### src/hw/rst_susp_defs.svh
// Constants of the reset, suspend-hold and slot power switch control block.
//
// Contract
// - Sample all inputs on rising clock edge; the code acts on rstn and suspend_hold asynchronously.
// - Bus reset forces every output to high impedance; the code drives OE and select lines low and busy high instead.
// - Reset without suspend clears every register.
// - After reset release, start from default state.
// - Suspend with reset blocks register clearing.
// - Suspended reset: outputs off, registers kept.
// - Drive two card supply select lines.
// - Drive two programming supply select lines.
`ifndef RST_SUSP_DEFS_SVH
`define RST_SUSP_DEFS_SVH

`define SEL_W          2
`define CARD_RST_VAL   2'h0
`define PROG_RST_VAL   2'h0
`define OFF_CODE       2'h0
`define CLK_PERIOD_NS  40
`define BREAK_NS       400
`define BREAK_CYC      ((`BREAK_NS + `CLK_PERIOD_NS - 1) / `CLK_PERIOD_NS)
`define CNT_W          8

`endif

### src/hw/rst_susp_pkg.sv
// Types shared by the reset, suspend-hold and slot power switch control block.
`include "rst_susp_defs.svh"

package rst_susp_pkg;

    typedef struct packed {
        logic [`SEL_W-1:0] card;
        logic [`SEL_W-1:0] prog;
    } supply_req_t;

    typedef enum logic [1:0] {
        ST_OFF,
        ST_BREAK,
        ST_RUN
    } seq_state_t;

endpackage : rst_susp_pkg

### src/hw/pci_reset_suspend_control.sv
// Reset, suspend-hold and slot power switch control of the card slot controller.
`timescale 1ns/1ns
`include "rst_susp_defs.svh"

module pci_reset_suspend_control #(
    parameter int BREAK_CYCLES = `BREAK_CYC
) (
    input  wire logic                      ref_clk,
    input  wire logic                      rstn,
    input  wire logic                      suspend_hold,
    input  wire logic                      req_valid,
    input  wire rst_susp_pkg::supply_req_t req,
    output logic                           req_ready,
    output logic                           busy,
    output logic                           card_supply_select0,
    output logic                           card_supply_select1,
    output logic                           card_supply_oe,
    output logic                           prog_supply_select0,
    output logic                           prog_supply_select1,
    output logic                           prog_supply_oe
);
    import rst_susp_pkg::*;

    ////////////////////////////////////////////////////////////////////////////
    // Retained supply selection.

    logic              keep_rst_n;
    logic              load;
    logic [`SEL_W-1:0] card_q;
    logic [`SEL_W-1:0] prog_q;
    seq_state_t        state_r;
    seq_state_t        state_nxt;
    logic [`CNT_W-1:0] cnt_r;
    logic [`CNT_W-1:0] cnt_nxt;
    logic              req_ready_r;
    logic              req_ready_nxt;
    logic              busy_r;
    logic              busy_nxt;
    supply_req_t       out_r;
    supply_req_t       out_nxt;
    logic              oe_r;
    logic              oe_nxt;

    // Suspend must lead reset; a late suspend lets the clear through.
    assign keep_rst_n = rstn | suspend_hold;

    // Requests taken at the clock edge.
    assign load = req_valid & req_ready_r & (state_r == ST_RUN);

    retained_reg #(
        .WIDTH     (`SEL_W),
        .RESET_VAL (`CARD_RST_VAL)
    ) u_card_sel (
        .clk        (ref_clk),
        .keep_rst_n (keep_rst_n),
        .load       (load),
        .d          (req.card),
        .q          (card_q)
    );

    // Kept unchanged during a suspended reset.
    retained_reg #(
        .WIDTH     (`SEL_W),
        .RESET_VAL (`PROG_RST_VAL)
    ) u_prog_sel (
        .clk        (ref_clk),
        .keep_rst_n (keep_rst_n),
        .load       (load),
        .d          (req.prog),
        .q          (prog_q)
    );

    ////////////////////////////////////////////////////////////////////////////
    // Break-before-make sequencer and output drivers.

    always_comb begin
        state_nxt = state_r;
        cnt_nxt   = cnt_r;
        unique case (state_r)
            // Default state left one cycle after release.
            ST_OFF: begin
                state_nxt = ST_RUN;
            end
            // A new selection passes through the off code so the switch never
            // sees two supplies enabled at once.
            ST_BREAK: begin
                if (cnt_r == `CNT_W'(BREAK_CYCLES - 1)) begin
                    state_nxt = ST_RUN;
                    cnt_nxt   = '0;
                end else begin
                    cnt_nxt = cnt_r + `CNT_W'(1);
                end
            end
            ST_RUN: begin
                if (load) begin
                    state_nxt = ST_BREAK;
                    cnt_nxt   = '0;
                end
            end
        endcase
    end

    always_comb begin
        req_ready_nxt = (state_nxt == ST_RUN);
        busy_nxt      = (state_nxt != ST_RUN);
        oe_nxt        = 1'b1;
        // Card supply lines follow the retained value.
        // Programming supply lines follow the retained value.
        if (state_nxt == ST_RUN) begin
            out_nxt.card = card_q;
            out_nxt.prog = prog_q;
        end else begin
            out_nxt.card = `OFF_CODE;
            out_nxt.prog = `OFF_CODE;
        end
    end

    always_ff @(posedge ref_clk or negedge rstn) begin
        if (!rstn) begin
            state_r     <= ST_OFF;
            cnt_r       <= '0;
            req_ready_r <= 1'b0;
            busy_r      <= 1'b1;
            out_r       <= '0;
            oe_r        <= 1'b0;
        end else begin
            state_r     <= state_nxt;
            cnt_r       <= cnt_nxt;
            req_ready_r <= req_ready_nxt;
            busy_r      <= busy_nxt;
            out_r       <= out_nxt;
            oe_r        <= oe_nxt;
        end
    end

    assign req_ready           = req_ready_r;
    assign busy                = busy_r;
    assign card_supply_select0 = out_r.card[0];
    assign card_supply_select1 = out_r.card[1];
    assign prog_supply_select0 = out_r.prog[0];
    assign prog_supply_select1 = out_r.prog[1];
    assign card_supply_oe      = oe_r;
    assign prog_supply_oe      = oe_r;

    ////////////////////////////////////////////////////////////////////////////
    // Assertions.

    take_request_a: assert property (
        @(posedge ref_clk) disable iff (!rstn)
        (req_valid && req_ready) |=> (card_q == $past(req.card)) &&
            (prog_q == $past(req.prog)) && !req_ready)
        else $error("accepted request not stored");

    reset_hiz_a: assert property (
        @(posedge ref_clk)
        !rstn |-> (!card_supply_oe && !prog_supply_oe))
        else $error("output enabled during reset");

    reset_clear_a: assert property (
        @(posedge ref_clk)
        (!rstn && !suspend_hold) ##1 (!rstn && !suspend_hold) |->
            (card_q == `CARD_RST_VAL) && (prog_q == `PROG_RST_VAL))
        else $error("registers not cleared by reset");

    reset_idle_a: assert property (
        @(posedge ref_clk)
        !rstn |-> (state_r == ST_OFF) && !req_ready && busy)
        else $error("activity during reset");

    release_start_a: assert property (
        @(posedge ref_clk) disable iff (!rstn)
        $rose(rstn) |-> (state_r == ST_OFF) ##1 (state_r == ST_RUN) && card_supply_oe)
        else $error("wrong start after reset release");

    suspend_block_a: assert property (
        @(posedge ref_clk)
        (!rstn && suspend_hold) ##1 (!rstn && suspend_hold) |-> $stable(card_q))
        else $error("suspend did not block clear");

    suspend_keep_a: assert property (
        @(posedge ref_clk)
        (!rstn && suspend_hold) ##1 suspend_hold |->
            $stable(prog_q) && $stable(card_q) && !prog_supply_oe)
        else $error("suspended reset lost state or drove outputs");

    card_drive_a: assert property (
        @(posedge ref_clk) disable iff (!rstn)
        (state_r == ST_RUN) |->
            ({card_supply_select1, card_supply_select0} == card_q) && card_supply_oe)
        else $error("card supply lines differ from selection");

    prog_drive_a: assert property (
        @(posedge ref_clk) disable iff (!rstn)
        (state_r == ST_RUN) |->
            ({prog_supply_select1, prog_supply_select0} == prog_q) && prog_supply_oe)
        else $error("programming supply lines differ from selection");

    break_len_a: assert property (
        @(posedge ref_clk) disable iff (!rstn)
        (load && BREAK_CYCLES == 10) |=> busy [*8] ##1 busy ##1 busy ##1 !busy)
        else $error("break interval has wrong length");

    suspend_reset_c: cover property (
        @(posedge ref_clk) (!rstn && suspend_hold) ##1 rstn ##2 (state_r == ST_RUN));

    request_c: cover property (
        @(posedge ref_clk) disable iff (!rstn) load ##[1:20] (state_r == ST_RUN));

    plain_reset_c: cover property (
        @(posedge ref_clk) (!rstn && !suspend_hold) ##1 rstn);

endmodule : pci_reset_suspend_control

### src/hw/retained_reg.sv
// Register that survives a bus reset taken while suspend-hold is high.
`timescale 1ns/1ns

module retained_reg #(
    parameter int               WIDTH     = 2,
    parameter logic [WIDTH-1:0] RESET_VAL = '0
) (
    input  wire logic             clk,
    input  wire logic             keep_rst_n,
    input  wire logic             load,
    input  wire logic [WIDTH-1:0] d,
    output logic      [WIDTH-1:0] q
);

    logic [WIDTH-1:0] q_r;
    logic [WIDTH-1:0] q_nxt;

    always_comb begin
        q_nxt = q_r;
        if (load) begin
            q_nxt = d;
        end
    end

    // The clear only reaches this flop when suspend-hold is low.
    always_ff @(posedge clk or negedge keep_rst_n) begin
        if (!keep_rst_n) begin
            q_r <= RESET_VAL;
        end else begin
            q_r <= q_nxt;
        end
    end

    assign q = q_r;

endmodule : retained_reg

### config.mk
export PLATFORM = sky130hd
export DESIGN_NAME = pci_reset_suspend_control
export DESIGN_NICKNAME = d
export VERILOG_FILES = /design/src/hw/rst_susp_pkg.sv /design/src/hw/pci_reset_suspend_control.sv /design/src/hw/retained_reg.sv
export VERILOG_INCLUDE_DIRS = /design/src /design/src/hw
export SDC_FILE = /design/constraint.sdc
export NUM_CORES = 1
export LEC_CHECK = 0
export ABC_CLOCK_PERIOD_IN_PS = 1980
export BUFFER_PORTS_ARGS = -buffer_cell sky130_fd_sc_hd__buf_2
export CORE_MARGIN = 2
export CORE_UTILIZATION = 25
export CTS_CLUSTER_SIZE = 12
export DETAILED_ROUTE_END_ITERATION = 12
export PLACE_DENSITY_LB_ADDON = 0.12
export REMOVE_ABC_BUFFERS = 1
export SYNTH_ARGS = -nofsm -noshare
export SYNTH_HDL_FRONTEND = slang
export SYNTH_SLANG_ARGS = --single-unit
### constraint.sdc
create_clock -name ref_clk -period 1.98 [get_ports ref_clk]
set_input_delay 0.099 -clock ref_clk [delete_from_list [all_inputs] [get_ports ref_clk]]
set_output_delay 0.099 -clock ref_clk [all_outputs]
set_load 0.02 [all_outputs]
==> flow_summary.toml, run 1 <==
[status]
outcome = "finished, final reports clean"

[power_and_ir_drop]
comb_power_share = 0.377
p_clk_frac = 0.192
p_sw_frac = 0.362
vdd_drop_max_v = 0.000370
cellPowerDensity_nw_per_um2 = 1190
cellLeakagePower_nw = 0.561
intPower_w = 0.000913
p_seq_frac = 0.431
power.switching_w = 0.000518

[clocking]
htree_levels = 1
cts_buffer_depth = 2
cts_tree = "done"
post_cts_resize_count = 0
numCtsBuffers = 3
clkLatencyLatePin_ps = 250
cts_num_sinks = 21
root_buffer = "clkbuf_8"
path_clk_slew_ps = 80

[setup_path]
cp_max_fo = 10
cp.arrival_ps = 1870
crit_type = "reg -> reg"
crit_path_start = "state_r[0]$_DFF_PN0_"
reg2reg_depth = 6
required_ps = 2160
r2r-start = "state_r[0]$_DFF_PN0_"
cp-end-kind = "flop"
rrSetupSlack_ps = 300
cp-start-kind = "flop"
timing.rr.end = "cnt_r[7]$_DFFE_PN0P_"

[detailed_routing]
routed_wl_um = 1950
wl_per_cell_um = 12.3
drc = 0
vias = 710
ant_nets = 0
drtIter0Drc = 66
firstDrtPassIters = 4
via_per_inst = 4.49

[worst_hold_path]
holdPathStages = 2
min-delay-start = "req[0]"
hold_path_class = "in -> reg"
hold_path_end = "u_prog_sel.q[0]$_DFFE_PN0P_"

[sta]
fmax_ghz = 0.594
fin_crit_sh = 0.851
setup_viol = 0
hold_viol_final = 0
hold_slack_ps = 70.6
drv_slew = 0
period_needed_ps = 1680
setup_tns_ps = 0
finClkSkew_ps = 1.77
rsz0062_at_grt = "no"

[placed_design]
hpwl_um = 1440
numPortBuffers = 15
gp_congestion = 0.774

[job]
drv_cap = 0

[global_route]
grt_max_degree = 19
antenna_found_initial = 0
overflow = 0
grt_use_total = 0.0939
grt_pass1_wl_um = 3060
grt_pass1_vias = 643

[synthesis]
syn_area_sq_um = 997
synthDistinctLibCells = 31
synthXorXnorAreaFrac = 0
seq_area_frac_synth = 0.528
synth.largest_area_cell = "dfrtp_1"
synth.area.mux_share = 0.0452
avgSynthCellArea_sq_um = 11.2
synth-simple-area-share = 0.172
synth.ff_latch_count = 21
yosysWarnings = 0
synth_fa_ha_area_frac = 0.0502
synth_area_leaders = "dfrtp_1 50%, ha_1 5.0%, mux2_2 4.5%"
synth_compound_area_frac = 0.178
synth_top_area_frac = 0.502
syn_inst = 89
synth_top_family_by_area = "compound AO/OA/AOI/OAI gates"

[floorplan]
die-area_sq_um = 4510
initial_core_util = 0.266
die_x_um = 67.2
rows = 22
ioPinCount = 16
fp.dieH_um = 67.2
core-area_sq_um = 3740

[cells_and_area]
fill_cells = 398
layout_commonest_cell = "dfrtp_1"
nets = 123
area_delta_synth_final_pct = 20.2
layout-drive-gt1-share = 0.282
diodes = 0
mostFrequentLayoutCells = "20 x dfrtp_1, 15 x buf_2, 7 x a21oi_1"
per-layer routing:
metal	global-route usage	up-vias	wire [um]
met3	0.0250	2	60
met5	0	-	0
met4	0.0383	0	18
li1	-	357	-
met2	0.149	8	942
met1	0.122	343	926
sequential cells by signal (all words and copies together), names as in the netlist:
signal               cells
busy                     1
card_supply_oe           1
card_supply_select0      1
card_supply_select1      1
cnt_r                    8
prog_supply_select0      1
prog_supply_select1      1
req_ready                1
state_r                  2
u_card_sel.q             2
u_prog_sel.q             2
logic make-up (layout without fill, tap and decap cells):
group                    after synthesis  count (layout)
adder cells (fa/ha/maj)                4               4
buffers and inverters                  5              26
AND/OR/NAND/NOR                       29              29
AO/OA/AOI/OAI                         25              25
other                                  1               1
flip-flops                            21              21
multiplexers                           4               4
worst max-delay path, cell delays in order (launching register included):
cell	delay (ps)
dfrtp_1	380
inv_1	90
ha_1	280
nand2b_1	260
a21oi_4	290
o21ai_0	140
a31oi_1	170
area by class of cell:
class                           count  area (sq um)  area share
Sequential cell                    21           527       0.439
Multi-Input combinational cell     63           448       0.374
Timing Repair Buffer               18           103      0.0856
Tap cell                           48          60.1      0.0501
Clock buffer                        3          41.3      0.0344
Inverter                            4          15.0      0.0125
Clock inverter                      1          5.00     0.00418
timing repair:
item	in CTS	in global routing
endpoints found under the hold margin	20	0
hold buffers	2	0
setup buffers	0	0
Yosys cell counts (all sizes together):
cell / count
dfrtp: 20
a21oi: 8
a31oi: 6
nand2: 6
ha: 4
inv: 4
mux2: 4
nand2b: 4
nor2b: 4
nand3: 3
nor2: 3
a21o: 2
and3: 2
o21ai: 2
or2: 2
a211oi: 1
a21boi: 1
a22o: 1
and2: 1
and3b: 1
buf: 1
conb: 1
dfstp: 1
nand4: 1
nor3: 1
nor4: 1
o21bai: 1
o22ai: 1
o2bb2ai: 1
o31ai: 1
stage by stage:
stage	cells	setup WS, ps	area, sq um	power [W]	utilization
floorplan	88	425	990	0.000995	-
detailed placement	152	331	1130	0.00117	0.302
finish	158	296	1200	0.00143	0.320
CTS	158	299	1200	0.00146	0.320
global placement	152	400	1130	0.00115	0.302
global route	158	95.9	1200	0.00153	0.320
power by group through the flow:
stage | clock network (W) | registers, W | logic (W)
floorplan | 0 | 0.000692 | 0.000302
global placement | 0 | 0.000621 | 0.000533
detailed placement | 0 | 0.000625 | 0.000543
CTS | 0.000295 | 0.000617 | 0.000548
global route | 0.000310 | 0.000627 | 0.000597
finish | 0.000275 | 0.000616 | 0.000539
worst max-delay path by stage:
| stage | to | slack [ps] |
|---|---|---|
| 2_1_floorplan | cnt_r[5]$_DFFE_PN0P_ | 430 |
| 3_3_place_gp | cnt_r[7]$_DFFE_PN0P_ | 400 |
| 3_5_place_dp | cnt_r[7]$_DFFE_PN0P_ | 330 |
| 4_1_cts | cnt_r[7]$_DFFE_PN0P_ | 300 |
| 5_1_grt | cnt_r[7]$_DFFE_PN0P_ | 100 |
| 6_report | cnt_r[7]$_DFFE_PN0P_ | 300 |
Power figures use the tool's default switching activity.
==> inputs of run 2 (changes only) <==
SYNTH_HIERARCHICAL = 1   (was default)
==> run 2 against run 1 <==
Net effect:
- fmax decreased by 5.4%
- flip-flop and latch count did not move
- first-iteration DRC count down 32%
- synthesized cell count up 11%
- clock skew decreased by 0.56 ps
- via count rose by 8.5%
- register-to-register slack worse by 97 ps
- critical path depth down 1
- die area is 4.5% higher
- sequential share of layout area shrank 1.4 points
- utilization shrank 1.1 points
- design area is 3.2% higher
- largest cell class unchanged
==> flow_summary.toml, run 2 <==
[synthesis]
seq_area_frac_synth = 0.504
synthDistinctLibCells = 37
synth.ff_latch_count = 21
synth_ff_type = "dfrtp_1"
synthArstFlopShare = 1.00
syn_area_sq_um = 1040
yosysWarnings = 6
yosys-top-cells-count = "20 x dfrtp_1, 11 x nand2_1, 9 x nor2_1"
synth_top_area_frac = 0.479
synth_most_common_cell = "dfrtp_1"
synth-edff-count = 0
syn_inst = 99
synth_area_leaders = "dfrtp_1 48%, mux2_2 5.4%, ha_1 4.8%"
synth.largest_area_cell = "dfrtp_1"
avgSynthCellArea_sq_um = 10.6

[clocking]
clkLatencyLatePin_ps = 260
htree_levels = 1
cts_tree = "done"
cts_buffer_depth = 2
cts_num_sinks = 21
numCtsBuffers = 3
root_buffer = "clkbuf_8"
postCtsSetupRepairBufs = 0
path_clk_slew_ps = 80

[setup_path]
crit_family = "flip-flops"
critical_path.cell_chain = "inv_1 > ha_1 > mux2_2 > a221oi_4 > nor2_1"
slowest_stage = "dfrtp_1"
cp-start-kind = "flop"
critical-path-max-stage-delay_ps = 440
cp_max_fo = 7
crit_buf_inv = 1
cp.arrival_ps = 1920
required_ps = 2110
crit_type = "reg -> reg"
cp-end-kind = "flop"

[placed_design]
gp_congestion = 0.769
hpwl_um = 1590
place_area_sq_um = 1170
numPortBuffers = 15

[sta]
fin_crit_sh = 0.900
setup_viol = 0
rsz0062_at_grt = "no"
setup_tns_ps = 0
finClkSkew_ps = 1.21
drv_slew = 0
fmax_ghz = 0.561
period_needed_ps = 1780
hold_viol_final = 0

[power_and_ir_drop]
comb_power_share = 0.033
cellLeakagePower_nw = 0.586
p_clk_frac = 0.381
vdd_drop_max_v = 0.000400
p_seq_frac = 0.586
p_sw_frac = 0.210
power.switching_w = 0.000154
cellPowerDensity_nw_per_um2 = 593
intPower_w = 0.000579

[floorplan]
rows = 23
ioPinCount = 16
die-area_sq_um = 4710
initial_core_util = 0.261
core-area_sq_um = 4000
fp.dieH_um = 68.6
die_x_um = 68.6

[cells_and_area]
largest_register_ffs = 8
nets = 131
layout_commonest_cell = "dfrtp_1"
fin_area_sq_um = 1240
diodes = 0
mostFrequentLayoutCells = "20 x dfrtp_1, 15 x buf_2, 11 x nand2_1"
multiInputGateArea_sq_um = 484
fill_cells = 426
seqCellArea_sq_um = 527
layout-drive-gt1-share = 0.280
regMostFlops = "cnt_r"
area_delta_synth_final_pct = 18.4

[job]
drv_cap = 0

[global_route]
grt_pass1_vias = 747
grt_use_total = 0.106
grt_pass1_wl_um = 3650
overflow = 0
antenna_found_initial = 0
grt_max_degree = 19

[detailed_routing]
via_per_inst = 4.58
vias = 770
drtIter0Drc = 45
ant_nets = 0
firstDrtPassIters = 4
wl_per_cell_um = 12.5
drc = 0
routed_wl_um = 2100

[worst_hold_path]
hold_path_class = "in -> reg"

[status]
outcome = "finished, final reports clean"
## run 2: cell types whose count changed after synthesis, moves of 3 or more
| cell | before | now |
|---|---|---|
| a31oi_1 | 6 | 2 |
| nand2_1 | 6 | 11 |
| nand2b_1 | 4 | 1 |
| nor2_1 | 3 | 9 |
| nor2b_1 | 4 | 1 |
| o21ai_0 | 2 | 6 |
## run 2: path summary, 6_finish.rpt
| check | startpoint | endpoint | slack, ps | cells after the start |
|---|---|---|---|---|
| worst max-delay path | state_r[1]$_DFF_PN0_ | prog_supply_select1$_DFF_PN0_ | 200 | 5 |
| worst min-delay path | req[0] | u_prog_sel/q[0]$_DFFE_PN0P_ | 70 | 2 |
| worst max register to register | state_r[1]$_DFF_PN0_ | prog_supply_select1$_DFF_PN0_ | 200 | 5 |
| worst min register to register | u_card_sel/q[1]$_DFFE_PN0P_ | card_supply_select1$_DFF_PN0_ | 500 | 2 |
| max in group asynchronous | rstn | u_prog_sel/q[1]$_DFFE_PN0P_ | 1230 | 3 |
| min in group asynchronous | suspend_hold | u_card_sel/q[1]$_DFFE_PN0P_ | 250 | 3 |
## run 2: per-layer routing
metal  vias to the layer above  global-route usage  routed length [um]
li1                        384                   -                   -
met2                        13               0.162                 952
met4                         0              0.0225                  21
met1                       371               0.142                1040
met3                         2              0.0422                  88
met5                         -                   0                   0
## run 2: cells by family after synthesis
family | synth area share
flip-flops | 0.504
adder cells (fa/ha/maj) | 0.0479
XOR/XNOR | 0.00838
other | 0.00359
multiplexers | 0.0635
AO/OA/AOI/OAI | 0.143
AND/OR/NAND/NOR | 0.198
buffers and inverters | 0.0323
## run 2: metrics by stage
stage	hold slack (ps)	setup slack (ps)	instances	util	power, W
after detailed placement	-6.29	192	162	0.293	0.000461
final	72.0	199	168	0.309	0.000733
after global placement	-6.04	198	162	0.293	0.000461
after global routing	62.1	40.3	168	0.309	0.000775
after CTS	60.0	182	168	0.309	0.000750
after floorplan	-197	359	97	-	0.000444
## run 2: what timing repair did
| action | in CTS | in global routing |
|---|---|---|
| hold endpoints to repair | 20 | 0 |
| hold buffers | 2 | 0 |
| resized for setup | 0 | 0 |
| endpoints found under the setup margin | 0 | 0 |
## run 2: power by group through the flow
stage | combinational (W) | clock (W) | sequential (W)
finish | 0.0000243 | 0.000279 | 0.000430
global route | 0.0000274 | 0.000318 | 0.000430
floorplan | 0.00000216 | 0 | 0.000441
global placement | 0.0000224 | 0 | 0.000438
detailed placement | 0.0000223 | 0 | 0.000438
CTS | 0.0000254 | 0.000295 | 0.000430
## run 2: final cells by class
cell class,count,area share
timing repair buffer,17,0.0768
multi-input combinational,70,0.391
tap,50,0.0506
inverter,6,0.0182
clock buffer,3,0.0334
sequential,21,0.426
clock inverter,1,0.00404
